--- config.mk ---
export PLATFORM = sky130hd
export DESIGN_NAME = mfmc_top
export DESIGN_NICKNAME = d
export VERILOG_FILES = /design/src/mfmc_pkg.sv /design/src/mfmc_crc32.sv /design/src/mfmc_wake_detect.sv /design/src/mfmc_top.sv
export SDC_FILE = /design/constraint.sdc
export NUM_CORES = 1
export LEC_CHECK = 0
export BUFFER_PORTS_ARGS = -buffer_cell sky130_fd_sc_hd__buf_2
export CAP_MARGIN = 20
export CORE_ASPECT_RATIO = 1.1
export CORE_MARGIN = 4
export CORE_UTILIZATION = 58
export DETAILED_ROUTE_END_ITERATION = 12
export GPL_ROUTABILITY_DRIVEN = 0
export HOLD_SLACK_MARGIN = 0.03
export PLACE_DENSITY = 0.77
export SETUP_SLACK_MARGIN = 0.15
export SKIP_LAST_GASP = 1
export SYNTH_ARGS = -nofsm -noshare
export SYNTH_HDL_FRONTEND = slang
export SYNTH_HIERARCHICAL = 1
export SYNTH_SLANG_ARGS = --single-unit
--- constraint.sdc ---
create_clock -name clk -period 3.84 [get_ports clk]
set_input_delay 0.384 -clock clk [delete_from_list [all_inputs] [get_ports clk]]
set_output_delay 0.384 -clock clk [all_outputs]
set_load 0.005 [all_outputs]
--- src/mfmc_pkg.sv ---
// Constants, field positions and carrier types for the MAC frame mode control slice.
// Assumes one core clock, a synchronous active-high reset, and byte streams already on that clock.
// Contract
// - Bit 16 qualifies how one write updates mode bits 17 to 23.
// - Pass-FCS bit 17 copies the received FCS into the host buffer unchanged.
// - A frame not fitting the host buffer reports a buffer overflow.
// - FCS is withheld from frames that had their VLAN header removed.
// - Pass-bad-frame bit 18 delivers errored frames and flags their errors.
// - Transmit FCS bit 19 computes and appends an FCS to every frame.
// - With bit 19 clear, host bytes go out as the whole frame.
// - Wake enable bit 21 watches received frames and raises a wake request.
// - Group accept clear honours wake sequences only to the station address.
// - Group accept set adds hashed multicast and broadcast destinations.
// - VLAN strip bit 27 removes the VLAN header from received frames.
// - Oversize frames without acceptance are flagged when passed, else discarded.

package mfmc_pkg;

  // ------------------------------------------------------------------
  // Register offsets
  // ------------------------------------------------------------------
  localparam logic [7:0] A_MODE = 8'h00;
  localparam logic [7:0] A_STA_LO = 8'h04;
  localparam logic [7:0] A_STA_HI = 8'h08;
  localparam logic [7:0] A_HASH_LO = 8'h0c;
  localparam logic [7:0] A_HASH_HI = 8'h10;
  localparam logic [7:0] A_BUF_SIZE = 8'h14;
  localparam logic [7:0] A_INT_STAT = 8'h18;
  localparam logic [7:0] A_INT_MASK = 8'h1c;
  localparam logic [7:0] A_FRAME_STAT = 8'h20;

  // ------------------------------------------------------------------
  // Mode register fields
  // ------------------------------------------------------------------
  localparam int B_OVERSIZE_ACC = 15;
  localparam int B_QUAL_LO = 16;
  localparam int B_PASS_FCS = 17;
  localparam int B_PASS_BAD = 18;
  localparam int B_TX_FCS = 19;
  localparam int B_UNUSED = 20;
  localparam int B_WAKE_EN = 21;
  localparam int B_WAKE_GRP = 22;
  localparam int G_LO_LSB = 17;
  localparam int G_LO_MSB = 23;
  localparam int B_QUAL_HI = 24;
  localparam int B_VLAN_EN = 25;
  localparam int B_VLAN_STRIP = 27;
  localparam int G_HI_LSB = 25;
  localparam int G_HI_MSB = 31;
  localparam logic [31:0] MODE_RESET = 32'h0088_4000;

  // ------------------------------------------------------------------
  // Interrupt bits
  // ------------------------------------------------------------------
  localparam int INT_W = 5;
  localparam int I_RX_DONE = 0;
  localparam int I_RX_BAD = 1;
  localparam int I_RX_OVF = 2;
  localparam int I_TX_DONE = 3;
  localparam int I_WAKE = 4;

  // ------------------------------------------------------------------
  // Frame constants
  // ------------------------------------------------------------------
  localparam logic [15:0] MAX_FRAME = 16'h05ee;
  localparam logic [15:0] MAX_FRAME_VLAN = 16'h05f2;
  localparam logic [15:0] BUF_RESET = 16'h0600;
  localparam logic [15:0] VLAN_TPID = 16'h8100;
  localparam logic [15:0] TAG_HI_IDX = 16'h000c;
  localparam logic [15:0] TAG_LO_IDX = 16'h000d;
  localparam logic [15:0] TAG_LAST_IDX = 16'h000f;
  localparam logic [15:0] DST_LEN = 16'h0006;
  localparam logic [15:0] FCS_LEN = 16'h0004;
  localparam logic [1:0] FCS_LAST = 2'h3;
  localparam logic [31:0] CRC_INIT = 32'hffff_ffff;
  localparam logic [31:0] CRC_POLY = 32'hedb8_8320;
  localparam logic [31:0] CRC_RESIDUE = 32'hdebb_20e3;
  localparam logic [7:0] SYNC_BYTE = 8'hff;
  localparam logic [2:0] SYNC_LEN = 3'h6;
  localparam logic [2:0] POS_LAST = 3'h5;
  localparam logic [3:0] REP_LAST = 4'hf;

  // ------------------------------------------------------------------
  // Types
  // ------------------------------------------------------------------
  typedef enum logic [2:0] {
    RX_RECV = 3'b001,
    RX_FLUSH = 3'b010,
    RX_STAT = 3'b100
  } mfmc_rx_e;

  typedef enum logic [1:0] {
    TX_DATA = 2'b01,
    TX_FCS = 2'b10
  } mfmc_tx_e;

  typedef struct packed {
    logic [15:0] length;
    logic crc_err;
    logic media_err;
    logic oversize;
    logic error;
    logic overflow;
    logic fcs_passed;
    logic vlan_stripped;
    logic discard;
  } mfmc_rx_stat_s;

endpackage : mfmc_pkg

--- src/mfmc_crc32.sv ---
// Byte-wide reflected CRC-32 accumulator with a registered result.
// Assumes bytes arrive least significant bit first, as on the Ethernet medium.
`timescale 1ns/1ps

module mfmc_crc32 (
  input wire logic clk,
  input wire logic rst,
  input wire logic clear,
  input wire logic en,
  input wire logic [7:0] data,
  output logic [31:0] crc
);
  import mfmc_pkg::*;

  logic [31:0] crc_nxt;

  always_comb begin
    crc_nxt = crc ^ {24'h00_0000, data};
    for (int i = 0; i < 8; i++) begin
      crc_nxt = crc_nxt[0] ? ((crc_nxt >> 1) ^ CRC_POLY) : (crc_nxt >> 1);
    end
  end

  // Clear wins over a byte so a new frame always starts from the seed.
  always_ff @(posedge clk) begin
    if (rst || clear) begin
      crc <= CRC_INIT;
    end else if (en) begin
      crc <= crc_nxt;
    end
  end

endmodule : mfmc_crc32

--- src/mfmc_wake_detect.sv ---
// Detects the wake sequence in a received byte stream: six sync bytes, then the station address sixteen times.
// Assumes the caller clears it between frames and qualifies the hit with address acceptance.
`timescale 1ns/1ps

module mfmc_wake_detect (
  input wire logic clk,
  input wire logic rst,
  input wire logic clear,
  input wire logic valid,
  input wire logic [7:0] data,
  input wire logic [47:0] station,
  output logic hit
);
  import mfmc_pkg::*;

  logic [2:0] sync_r;
  logic [2:0] pos_r;
  logic [3:0] rep_r;
  logic in_addr_r;
  logic [7:0] want;

  assign want = in_addr_r ? station[8 * (5 - pos_r) +: 8] : station[47:40];

  always_ff @(posedge clk) begin
    hit <= 1'b0;
    if (rst || clear) begin
      sync_r <= 3'h0;
      pos_r <= 3'h0;
      rep_r <= 4'h0;
      in_addr_r <= 1'b0;
    end else if (valid) begin
      if (in_addr_r) begin
        if (data == want) begin
          pos_r <= (pos_r == POS_LAST) ? 3'h0 : pos_r + 3'h1;
          if (pos_r == POS_LAST) begin
            rep_r <= rep_r + 4'h1;
            if (rep_r == REP_LAST) begin
              hit <= 1'b1;
              in_addr_r <= 1'b0;
            end
          end
        end else begin
          // A broken copy restarts the search; an 0xff may already begin a new sync run.
          in_addr_r <= 1'b0;
          sync_r <= (data == SYNC_BYTE) ? 3'h1 : 3'h0;
        end
      end else if (data == SYNC_BYTE && sync_r != SYNC_LEN) begin
        sync_r <= sync_r + 3'h1;
      end else if (sync_r == SYNC_LEN && data == want) begin
        in_addr_r <= 1'b1;
        pos_r <= 3'h1;
        rep_r <= 4'h0;
        sync_r <= 3'h0;
      end else if (data != SYNC_BYTE) begin
        sync_r <= 3'h0;
      end
    end
  end

endmodule : mfmc_wake_detect

--- src/mfmc_top.sv ---
// Mode control slice of the MAC: mode register, receive FCS and error handling, transmit FCS, wake detection.
// Assumes receive and transmit byte streams on the core clock and at least five idle cycles between
// received frames, which covers the FCS flush and the status cycle.
`timescale 1ns/1ps

module mfmc_top (
  input wire logic clk,
  input wire logic rst,
  input wire logic [7:0] reg_addr,
  input wire logic [31:0] reg_wdata,
  input wire logic reg_wr,
  input wire logic reg_rd,
  output logic [31:0] reg_rdata,
  input wire logic rx_valid,
  input wire logic [7:0] rx_data,
  input wire logic rx_last,
  input wire logic rx_err,
  output logic rxh_valid,
  output logic [7:0] rxh_data,
  output logic rxh_last,
  output logic rxh_stat_valid,
  output mfmc_pkg::mfmc_rx_stat_s rxh_stat,
  input wire logic txh_valid,
  input wire logic [7:0] txh_data,
  input wire logic txh_last,
  output logic txh_ready,
  output logic tx_valid,
  output logic [7:0] tx_data,
  output logic tx_last,
  output logic wake_req,
  output logic irq
);
  import mfmc_pkg::*;

  // ------------------------------------------------------------------
  // Declarations
  // ------------------------------------------------------------------
  logic [31:0] mode_r;
  logic [31:0] mode_nxt;
  logic [47:0] sta_r;
  logic [63:0] hash_r;
  logic [15:0] buf_size_r;
  logic [INT_W-1:0] int_stat_r;
  logic [INT_W-1:0] int_stat_nxt;
  logic [INT_W-1:0] int_mask_r;
  logic [INT_W-1:0] events;
  logic wr_mode;
  logic wr_int_stat;

  mfmc_rx_e rx_state_r;
  logic [15:0] rx_cnt_r;
  logic [15:0] out_idx;
  logic [3:0][7:0] line_r;
  logic [1:0] flush_cnt_r;
  logic [15:0] dlv_r;
  logic [7:0] tag_hi_r;
  logic [47:0] dst_r;
  logic vlan_cut_r;
  logic media_err_r;
  logic oversize_r;
  logic overflow_r;
  logic fcs_pass_r;
  logic addr_ok_r;
  logic byte_in;
  logic drop_tag;
  logic emit;
  logic emit_last;
  logic room;
  logic do_flush;
  logic [15:0] max_len;
  logic [31:0] rx_crc;
  logic crc_bad;
  logic frame_err;
  logic stat_fire;
  logic grp_hit;
  logic uni_hit;
  logic wake_hit;
  logic wake_fire;

  mfmc_tx_e tx_state_r;
  logic [1:0] tx_fcs_cnt_r;
  logic [31:0] tx_crc;
  logic tx_take;
  logic tx_crc_clear;
  logic tx_end;

  // ------------------------------------------------------------------
  // Mode register write
  // ------------------------------------------------------------------
  assign wr_mode = reg_wr && reg_addr == A_MODE;

  // Qualifier bits and the unused bit are not stored, so they always read zero.
  always_comb begin
    mode_nxt = mode_r;
    mode_nxt[B_OVERSIZE_ACC:0] = reg_wdata[B_OVERSIZE_ACC:0];
    if (reg_wdata[B_QUAL_LO]) begin
      mode_nxt[G_LO_MSB:G_LO_LSB] = mode_r[G_LO_MSB:G_LO_LSB] | reg_wdata[G_LO_MSB:G_LO_LSB];
    end else begin
      mode_nxt[G_LO_MSB:G_LO_LSB] = mode_r[G_LO_MSB:G_LO_LSB] & ~reg_wdata[G_LO_MSB:G_LO_LSB];
    end
    if (reg_wdata[B_QUAL_HI]) begin
      mode_nxt[G_HI_MSB:G_HI_LSB] = mode_r[G_HI_MSB:G_HI_LSB] | reg_wdata[G_HI_MSB:G_HI_LSB];
    end else begin
      mode_nxt[G_HI_MSB:G_HI_LSB] = mode_r[G_HI_MSB:G_HI_LSB] & ~reg_wdata[G_HI_MSB:G_HI_LSB];
    end
    mode_nxt[B_QUAL_LO] = 1'b0;
    mode_nxt[B_QUAL_HI] = 1'b0;
    mode_nxt[B_UNUSED] = 1'b0;
  end

  always_ff @(posedge clk) begin
    if (rst) begin
      mode_r <= MODE_RESET;
    end else if (wr_mode) begin
      mode_r <= mode_nxt;
    end
  end

  // ------------------------------------------------------------------
  // Address, hash, buffer size and interrupt mask registers
  // ------------------------------------------------------------------
  always_ff @(posedge clk) begin
    if (rst) begin
      sta_r <= 48'h0000_0000_0000;
      hash_r <= 64'h0000_0000_0000_0000;
      buf_size_r <= BUF_RESET;
      int_mask_r <= '0;
    end else if (reg_wr) begin
      unique case (reg_addr)
        A_STA_LO: sta_r[31:0] <= reg_wdata;
        A_STA_HI: sta_r[47:32] <= reg_wdata[15:0];
        A_HASH_LO: hash_r[31:0] <= reg_wdata;
        A_HASH_HI: hash_r[63:32] <= reg_wdata;
        A_BUF_SIZE: buf_size_r <= reg_wdata[15:0];
        A_INT_MASK: int_mask_r <= reg_wdata[INT_W-1:0];
        default: ;
      endcase
    end
  end

  // ------------------------------------------------------------------
  // Interrupts
  // ------------------------------------------------------------------
  assign wr_int_stat = reg_wr && reg_addr == A_INT_STAT;

  // A new event in the cycle of its write-one-to-clear keeps the bit set.
  always_comb begin
    int_stat_nxt = int_stat_r;
    if (wr_int_stat) begin
      int_stat_nxt = int_stat_nxt & ~reg_wdata[INT_W-1:0];
    end
    int_stat_nxt = int_stat_nxt | events;
  end

  always_ff @(posedge clk) begin
    if (rst) begin
      int_stat_r <= '0;
      irq <= 1'b0;
      wake_req <= 1'b0;
    end else begin
      int_stat_r <= int_stat_nxt;
      irq <= |(int_stat_nxt & int_mask_r);
      wake_req <= int_stat_nxt[I_WAKE];
    end
  end

  // ------------------------------------------------------------------
  // Register read
  // ------------------------------------------------------------------
  always_ff @(posedge clk) begin
    reg_rdata <= 32'h0000_0000;
    if (!rst && reg_rd) begin
      unique case (reg_addr)
        A_MODE: reg_rdata <= mode_r;
        A_STA_LO: reg_rdata <= sta_r[31:0];
        A_STA_HI: reg_rdata <= {16'h0000, sta_r[47:32]};
        A_HASH_LO: reg_rdata <= hash_r[31:0];
        A_HASH_HI: reg_rdata <= hash_r[63:32];
        A_BUF_SIZE: reg_rdata <= {16'h0000, buf_size_r};
        A_INT_STAT: reg_rdata <= {{(32 - INT_W){1'b0}}, int_stat_r};
        A_INT_MASK: reg_rdata <= {{(32 - INT_W){1'b0}}, int_mask_r};
        A_FRAME_STAT: reg_rdata <= {8'h00, rxh_stat};
        default: reg_rdata <= 32'h0000_0000;
      endcase
    end
  end

  // ------------------------------------------------------------------
  // Receive framing
  // ------------------------------------------------------------------
  // Bytes leave through a four-byte delay line, so the FCS is still inside it when the last byte lands.
  assign byte_in = rx_valid && rx_state_r == RX_RECV;
  assign out_idx = rx_cnt_r - FCS_LEN;
  assign drop_tag = vlan_cut_r && out_idx >= TAG_HI_IDX && out_idx <= TAG_LAST_IDX;
  assign do_flush = mode_r[B_PASS_FCS] && !vlan_cut_r;
  assign emit = (byte_in && rx_cnt_r >= FCS_LEN && !drop_tag) || rx_state_r == RX_FLUSH;
  assign emit_last = (byte_in && rx_last && !do_flush) || (rx_state_r == RX_FLUSH && flush_cnt_r == FCS_LAST);
  assign room = dlv_r < buf_size_r;
  assign max_len = mode_r[B_VLAN_EN] ? MAX_FRAME_VLAN : MAX_FRAME;

  always_ff @(posedge clk) begin
    if (rst) begin
      rx_state_r <= RX_RECV;
      flush_cnt_r <= 2'h0;
    end else begin
      unique case (rx_state_r)
        RX_RECV: begin
          if (byte_in && rx_last) begin
            rx_state_r <= do_flush ? RX_FLUSH : RX_STAT;
            flush_cnt_r <= 2'h0;
          end
        end
        RX_FLUSH: begin
          flush_cnt_r <= flush_cnt_r + 2'h1;
          if (flush_cnt_r == FCS_LAST) begin
            rx_state_r <= RX_STAT;
          end
        end
        RX_STAT: rx_state_r <= RX_RECV;
      endcase
    end
  end

  always_ff @(posedge clk) begin
    if (rst || rx_state_r == RX_STAT) begin
      rx_cnt_r <= 16'h0000;
      vlan_cut_r <= 1'b0;
      tag_hi_r <= 8'h00;
      dst_r <= 48'h0000_0000_0000;
    end else if (byte_in) begin
      if (rx_cnt_r != 16'hffff) begin
        rx_cnt_r <= rx_cnt_r + 16'h0001;
      end
      if (rx_cnt_r < DST_LEN) begin
        dst_r <= {dst_r[39:0], rx_data};
      end
      if (rx_cnt_r == TAG_HI_IDX) begin
        tag_hi_r <= rx_data;
      end
      if (rx_cnt_r == TAG_LO_IDX) begin
        vlan_cut_r <= mode_r[B_VLAN_STRIP] && {tag_hi_r, rx_data} == VLAN_TPID;
      end
    end
  end

  always_ff @(posedge clk) begin
    if (rst) begin
      line_r <= '0;
    end else if (byte_in) begin
      line_r <= {line_r[2:0], rx_data};
    end else if (rx_state_r == RX_FLUSH) begin
      line_r <= {line_r[2:0], 8'h00};
    end
  end

  // ------------------------------------------------------------------
  // Host receive buffer side
  // ------------------------------------------------------------------
  // Once the buffer is full the rest of the frame is dropped; the end marker is then never sent.
  always_ff @(posedge clk) begin
    rxh_valid <= 1'b0;
    rxh_last <= 1'b0;
    if (rst) begin
      rxh_data <= 8'h00;
    end else if (emit && room) begin
      rxh_valid <= 1'b1;
      rxh_data <= line_r[3];
      rxh_last <= emit_last;
    end
  end

  always_ff @(posedge clk) begin
    if (rst || rx_state_r == RX_STAT) begin
      dlv_r <= 16'h0000;
      overflow_r <= 1'b0;
    end else if (emit) begin
      if (room) begin
        dlv_r <= dlv_r + 16'h0001;
      end else begin
        overflow_r <= 1'b1;
      end
    end
  end

  always_ff @(posedge clk) begin
    if (rst || rx_state_r == RX_STAT) begin
      media_err_r <= 1'b0;
      oversize_r <= 1'b0;
      fcs_pass_r <= 1'b0;
    end else if (byte_in) begin
      media_err_r <= media_err_r | rx_err;
      if (rx_last) begin
        oversize_r <= rx_cnt_r >= max_len;
        fcs_pass_r <= do_flush;
      end
    end
  end

  // ------------------------------------------------------------------
  // Receive status
  // ------------------------------------------------------------------
  assign crc_bad = rx_crc != CRC_RESIDUE;
  assign frame_err = crc_bad || media_err_r || (oversize_r && !mode_r[B_OVERSIZE_ACC]);
  assign stat_fire = rx_state_r == RX_STAT;

  always_ff @(posedge clk) begin
    rxh_stat_valid <= 1'b0;
    if (rst) begin
      rxh_stat <= '0;
    end else if (stat_fire) begin
      rxh_stat_valid <= 1'b1;
      rxh_stat.length <= dlv_r;
      rxh_stat.crc_err <= crc_bad;
      rxh_stat.media_err <= media_err_r;
      rxh_stat.oversize <= oversize_r;
      rxh_stat.error <= frame_err;
      rxh_stat.overflow <= overflow_r;
      rxh_stat.fcs_passed <= fcs_pass_r;
      rxh_stat.vlan_stripped <= vlan_cut_r;
      rxh_stat.discard <= frame_err && !mode_r[B_PASS_BAD];
    end
  end

  mfmc_crc32 u_rx_crc (
    .clk(clk),
    .rst(rst),
    .clear(stat_fire),
    .en(byte_in),
    .data(rx_data),
    .crc(rx_crc)
  );

  // ------------------------------------------------------------------
  // Wake frame recognition
  // ------------------------------------------------------------------
  // The hash index is taken from the running FCS over the six destination bytes.
  assign uni_hit = dst_r == sta_r;
  assign grp_hit = &dst_r || (dst_r[40] && hash_r[rx_crc[5:0]]);

  always_ff @(posedge clk) begin
    if (rst || stat_fire) begin
      addr_ok_r <= 1'b0;
    end else if (byte_in && rx_cnt_r == DST_LEN) begin
      addr_ok_r <= uni_hit || (mode_r[B_WAKE_GRP] && grp_hit);
    end
  end

  mfmc_wake_detect u_wake (
    .clk(clk),
    .rst(rst),
    .clear(stat_fire),
    .valid(byte_in),
    .data(rx_data),
    .station(sta_r),
    .hit(wake_hit)
  );

  assign wake_fire = wake_hit && addr_ok_r && mode_r[B_WAKE_EN];

  // ------------------------------------------------------------------
  // Transmit path
  // ------------------------------------------------------------------
  // Software is trusted to leave insertion features off when the FCS is not appended.
  assign tx_take = txh_valid && txh_ready && tx_state_r == TX_DATA;
  assign tx_end = tx_state_r == TX_FCS && tx_fcs_cnt_r == FCS_LAST;
  assign tx_crc_clear = tx_end || (tx_take && txh_last && !mode_r[B_TX_FCS]);

  always_ff @(posedge clk) begin
    tx_valid <= 1'b0;
    tx_last <= 1'b0;
    if (rst) begin
      tx_state_r <= TX_DATA;
      tx_fcs_cnt_r <= 2'h0;
      txh_ready <= 1'b1;
      tx_data <= 8'h00;
    end else begin
      unique case (tx_state_r)
        TX_DATA: begin
          if (tx_take) begin
            tx_valid <= 1'b1;
            tx_data <= txh_data;
            tx_last <= txh_last && !mode_r[B_TX_FCS];
            if (txh_last && mode_r[B_TX_FCS]) begin
              tx_state_r <= TX_FCS;
              tx_fcs_cnt_r <= 2'h0;
              txh_ready <= 1'b0;
            end
          end
        end
        TX_FCS: begin
          tx_valid <= 1'b1;
          tx_data <= ~tx_crc[{tx_fcs_cnt_r, 3'b000} +: 8];
          tx_last <= tx_fcs_cnt_r == FCS_LAST;
          tx_fcs_cnt_r <= tx_fcs_cnt_r + 2'h1;
          if (tx_fcs_cnt_r == FCS_LAST) begin
            tx_state_r <= TX_DATA;
            txh_ready <= 1'b1;
          end
        end
      endcase
    end
  end

  mfmc_crc32 u_tx_crc (
    .clk(clk),
    .rst(rst),
    .clear(tx_crc_clear),
    .en(tx_take),
    .data(txh_data),
    .crc(tx_crc)
  );

  // ------------------------------------------------------------------
  // Event collection
  // ------------------------------------------------------------------
  always_comb begin
    events = '0;
    events[I_RX_DONE] = stat_fire;
    events[I_RX_BAD] = stat_fire && frame_err;
    events[I_RX_OVF] = stat_fire && overflow_r;
    events[I_TX_DONE] = tx_end || (tx_take && txh_last && !mode_r[B_TX_FCS]);
    events[I_WAKE] = wake_fire;
  end

endmodule : mfmc_top

# Yosys cells after proc, flatten, opt, wreduce, memory -nomap -nowiden
# Cells that the tools add are included.
# W data, S select, Z words.
[classes]
add_sub_neg = 9
magnitude_cmp = 7
eq_ne = 38
n_shift = 2
muxes = 74
bitwise_logic = 36
reduce_logical = 77
[op_table]
columns = ["cell", "n"]
rows = [
  ["$mux W32", 18],
  ["$pmux W32 S9", 1],
  ["$not A13 Y14", 16],
  ["$xor A32 B8 Y32", 2],
  ["$eq A48 B48 Y1", 1],
  ["$reduce_and A48 Y1", 1],
  ["$shiftx A48 B33 Y8", 1],
  ["$mux W3", 13],
  ["$add A16 B1 Y16 const B", 2],
  ["$eq A16 B4 Y1 const B", 2],
  ["$eq A8 B5 Y1 const B", 4],
  ["$logic_and A1 B1 Y1", 32],
  ["$ne A32 B32 Y1 const B", 1],
  ["$reduce_and A2 Y1", 16],
  ["$shiftx A32 B6 Y8", 1],
  ["$mux W4", 5],
  ["$eq A16 B16 Y1 const B", 1],
  ["$eq A16 B3 Y1 const B", 1],
  ["$eq A8 B4 Y1 const B", 2],
  ["$ge A16 B11 Y1", 1],
  ["$ge A16 B3 Y1 const B", 1],
  ["$ge A16 B4 Y1 const B", 1],
  ["$le A16 B4 Y1 const B", 1],
  ["$lt A16 B16 Y1", 1],
  ["51 further kinds", 118],
]
[word_totals]
reg_bits = 458
out_inout_bits = 80
wordCells = 296

# Depth between registers and ports, before layout
[depth]
word_depth = 17
ltp_mapped = 12
ltp_nobuf = 10

# Hierarchy
# Netlist, hierarchy kept.
[modules_own_cells]
columns = ["mod", "instances", "cells_each", "area_per_inst_um2", "seq_area_each_um2"]
rows = [
  ["mfmc_top", 1, 2009, 16575.9, 7607.3],
  ["mfmc_crc32", 2, 198, 1859.3, 640.6],
  ["mfmc_wake_detect", 1, 202, 1566.5, 240.2],
]

# Worst setup path after synthesis
# Ideal clock, no wire load.
[synth_timing]
kind = "flip-flop to flip-flop"
startpoint = "register u_wake.pos_r[1]"
endpoint = "register u_wake.in_addr_r"
setup_ps = 67
t_arrival_ps = 2968
t_required_ps = 3773
setup_slack_ps = 805
path_stages_with_launch = 13
path_buffers = 2
path_cell_list = "dfxtp_1 > inv_1 > ha_1 > nand2b_1 > buf_2 > o221ai_1 > nor2_1 > a2111oi_2 > nand4b_1 > or3_1 > buf_2 > or3_4 > a21oi_2"
[synth_via]
elab_chain_cells = 8
elab_cells_between_ends = 11
classes_between = "add/sub (1); eq/ne (2); shift (1); mux (6); reduce/logical (1)"
[synth_lines]
columns = ["item", "line", "text"]
rows = [
  ["from (decl)", "mfmc_wake_detect.sv:17", "logic [2:0] pos_r;"],
  ["from (signal assigned)", "mfmc_wake_detect.sv:34", "pos_r <= (pos_r == POS_LAST) ? 3'h0 : pos_r + 3'h1;"],
  ["$sub A3 B3 Y4", "mfmc_wake_detect.sv:22", "assign want = in_addr_r ? station[8 * (5 - pos_r) +: 8] : station[47:40];"],
  ["$shiftx A48 B33 Y8", "mfmc_wake_detect.sv:22", ""],
  ["$mux W8", "mfmc_wake_detect.sv:22", ""],
  ["$eq A8 B8 Y1", "mfmc_wake_detect.sv:33, mfmc_wake_detect.sv:49", ""],
  ["$logic_and A1 B1 Y1", "mfmc_wake_detect.sv:49", "end else if (sync_r == SYNC_LEN && data == want) begin"],
  ["$mux W1", "mfmc_wake_detect.sv:49", ""],
  ["$mux W1", "mfmc_wake_detect.sv:47", "end else if (data == SYNC_BYTE && sync_r != SYNC_LEN) begin"],
  ["$mux W1 (*)", "mfmc_wake_detect.sv:32", "if (in_addr_r) begin"],
  ["to (signal assigned)", "mfmc_wake_detect.sv:30", "in_addr_r <= 1'b0;"],
  ["to (signal assigned)", "mfmc_wake_detect.sv:39", "in_addr_r <= 1'b0;"],
  ["to (signal assigned)", "mfmc_wake_detect.sv:50", "in_addr_r <= 1'b1;"],
  ["to (decl)", "mfmc_wake_detect.sv:19", "logic in_addr_r;"],
]
# Every way passes the cells marked *; elsewhere a longest branch is shown, timed or not.
# A chain may end at the register's enable or synchronous reset.

# Worst setup path in the final report
[layout_timing]
startpoint = "register u_wake.pos_r[1]"
endpoint = "register u_wake.rep_r[1]"
[layout_via]
elab_chain_cells = 7
elab_cells_between_ends = 10
classes_between = "add/sub (1); eq/ne (4); shift (1); mux (1); reduce/logical (3)"
[layout_lines]
columns = ["item", "line", "text"]
rows = [
  ["$sub A3 B3 Y4", "mfmc_wake_detect.sv:22", ""],
  ["$shiftx A48 B33 Y8", "mfmc_wake_detect.sv:22", ""],
  ["$mux W8", "mfmc_wake_detect.sv:22", ""],
  ["$eq A8 B8 Y1", "mfmc_wake_detect.sv:33, mfmc_wake_detect.sv:49", ""],
  ["$logic_and A1 B1 Y1", "mfmc_wake_detect.sv:49", ""],
  ["$reduce_bool A2 Y1 (no line)", "n/a", ""],
  ["$reduce_and A5 Y1 (no line) (*)", "n/a", ""],
  ["to (signal assigned)", "mfmc_wake_detect.sv:36", "rep_r <= rep_r + 4'h1;"],
  ["to (decl)", "mfmc_wake_detect.sv:18", "logic [3:0] rep_r;"],
]
# Marks and branches as above.

==> results.json <==
{
  "die_x_um": 193.1,
  "die_h_um": 211.6,
  "max-vdd-ir-drop_uv": 459.6,
  "yosysMostFrequentCell": "nand2_1",
  "drt_wl_total_um": 68750,
  "cp-start-kind": "register",
  "io_buffers": 144,
  "grt_usage": 0.3287,
  "cts_root_buf": "clkbuf_16",
  "rsz0062_at_grt": "true",
  "regArea_mm2": 0.009129,
  "firstDrtPassIters": 9,
  "initial_core_util": 0.5873,
  "max-slew-margin-rel": 0.3001,
  "numCtsBuffers": 46,
  "viasPerCell": 6.323,
  "arrival_ns": 3.95,
  "drive_gt1_frac": 0.1338,
  "crit_type": "register to register",
  "finalHoldViolCount": 0,
  "nNetsFinal": 2762,
  "antenna_found_initial": 8,
  "drv_slew": 0,
  "tritoncts": "yes",
  "ys_seq_area_frac": 0.4176,
  "synth_area_per_cell_um2": 8.385,
  "vias": 20230,
  "coreArea_mm2": 0.03722,
  "pin_count": 145,
  "synth_edf_count": 0,
  "p_leak_nw": 9.157,
  "clk_path_buf_depth": 3,
  "synth_top_area_frac": 0.4176,
  "cts-htree-levels": 2,
  "crit_fanout": 13,
  "finalSetupViolations": 0,
  "synth_nets": 2702,
  "synth_common_cells": "575 x nand2_1, 456 x dfxtp_1, 303 x a21oi_1",
  "synthFlopType": "dfxtp_1",
  "power_density_mw_per_mm2": 484.7,
  "holdCritPathClass": "input pin to register",
  "dp.cells": 3112,
  "required_ns": 4.31,
  "min_period_ns": 3.482,
  "total_power_mw": 11.85,
  "post-cts-setup-buffer-count": 0,
  "grt_first_pass_wirelength_um": 107200,
  "finalNonFillerCells": 3199,
  "fin_tns_setup_ns": 0,
  "ys_seq_elements": 456,
  "yosys_warnings": 6,
  "crit_path_end_kind": "register",
  "drc": 0,
  "async_flop_share": 0,
  "syn_to_final_growth_pct": 11.82,
  "fmax_mhz": 287.2,
  "drtIter0Drc": 2567,
  "syn_area_mm2": 0.02186,
  "utilization": 0.6568,
  "fin_skew_ns": 0.02377,
  "tightestPinTransition_ns": 1.050,
  "antenna_left": 0,
  "yosys.cell_types.count": 102,
  "maxCapViolCount": 0,
  "clkLatencyLatePin_ns": 0.57,
  "syn_inst": 2607,
  "cts_hold_buf": 0,
  "multi_input_area_mm2": 0.01185,
  "status": "completed",
  "n_fill_cell": 3058,
  "clk_pin_slew_worst_paths_ns": 0.07,
  "fp-row-count": 74,
  "wl_per_cell_um": 21.49,
  "dp_hpwl_um": 48280,
  "synth_top_area_cell": "dfxtp_1",
  "synth_area_leaders": "dfxtp_1 42%, nand2_1 9.9%, a21oi_1 6.9%, xor2_1 3.7%, xnor2_1 3.3%",
  "first_global_vias": 19190,
  "timing.final.crit_share": 0.9068,
  "fin_hold_ws_ns": 0.1025,
  "grt_max_degree": 103,
  "die-area_mm2": 0.04086,
  "cts_num_sinks": 456,
  "grt_overflow": 0
}
path summary, 6_finish.rpt:
check	end	start	cells past startpoint	slack (ns)
max	u_wake/rep_r[1]$_SDFFE_PP0P_	u_wake/pos_r[1]$_SDFFE_PP0P_	11	0.36
min	media_err_r$_SDFFE_PP0P_	rx_err	3	0.10
max reg2reg	u_wake/rep_r[1]$_SDFFE_PP0P_	u_wake/pos_r[1]$_SDFFE_PP0P_	11	0.36
min reg2reg	line_r[28]$_SDFFE_PP0P_	line_r[20]$_SDFFE_PP0P_	2	0.45
metal layers:
metal  routed length, µm  vias to the layer above  GRT usage
li1                    -                     9232          -
met1               26480                     9573     0.4282
met2               31110                     1153     0.5084
met3                6912                      265    0.07042
met4                4227                        4     0.1858
met5                  19                        -          0
cell families after synthesis:
family | Yosys count | share of synthesized area
AOI/OAI and AO/OA | 586 | 0.1665
xor gates and xnor gates | 203 | 0.09518
adders and majority gates | 30 | 0.01717
buffers and inverters | 222 | 0.04167
DFF | 456 | 0.4176
muxes | 88 | 0.05506
and+or+nand+nor | 1022 | 0.2068
worst max-delay path, stage by stage (launching register included):
cell and delay [ns]:
dfxtp_1 0.45, inv_1 0.18, ha_1 0.32, buf_4 0.22
nand2b_2 0.29, nor2_1 0.08, nor2_1 0.22, mux2_2 0.37
a211o_1 0.35, nor3_1 0.45, nand2_1 0.20, o31ai_1 0.26
through the flow:
stage	setup WS (ns)	cell area [µm²]
2_1_floorplan	0.8050	21860
3_3_place_gp	0.3800	22800
3_5_place_dp	0.2437	22830
4_1_cts	0.2061	24400
5_1_grt	0.1446	24440
6_report	0.3577	24440
flip-flops by register name, summed over array words and instances (netlist names), 5 cells and up, named ones only:
signal	flops
buf_size_r	16
dlv_r	16
dst_r	48
hash_r	64
int_mask_r	5
line_r	32
mode_r	16
reg_rdata	32
rx_cnt_r	16
rxh_data	8
rxh_stat	24
sta_r	48
tag_hi_r	8
tx_data	8
u_rx_crc/crc	32
u_tx_crc/crc	32
what timing repair did:
item / CTS / global route
hold endpoints to repair: 0 / 0
endpoints found under the setup margin: 0 / 6
resized for setup: 0 / 4
cell type report:
cell class,count,share of cell area
Antenna cell,6,0.0006142
Clock buffer,59,0.05282
Clock inverter,21,0.01131
Inverter,46,0.007064
Multi-Input combinational cell,1929,0.4848
Sequential cell,456,0.3734
Tap cell,494,0.02529
Timing Repair Buffer,188,0.04468
placed cells by master, fill, tap and decap left out, types with 15 or more instances in the layout:
cell type	synthesis	routed
a222oi_1	29	29
buf_2	26	143
buf_4	4	42
nand3_1	70	70
a22oi_1	31	31
nor3_1	19	19
nand2_1	575	575
dfxtp_1	456	456
and3_1	18	18
o211ai_1	22	22
xnor2_1	82	82
mux2i_1	55	55
xor2_1	93	93
a21oi_1	303	303
inv_1	41	41
ha_1	30	30
clkbuf_16	0	47
nor2_1	186	183
xnor2_2	16	16
nor4_1	24	24
a31oi_1	25	25
mux4_2	25	25
nand4_1	35	35
o31ai_1	15	15
o21ai_0	62	62
power by group:
group / internal [mW] / leakage [nW] / total [mW] / switching, mW
logic: 0.905 / 4.69 / 2.07 / 1.16
registers: 4.89 / 3.69 / 5.08 / 0.189
clock network: 2.78 / 0.777 / 4.70 / 1.92
Note: power is estimated with default switching activity, not from simulation.
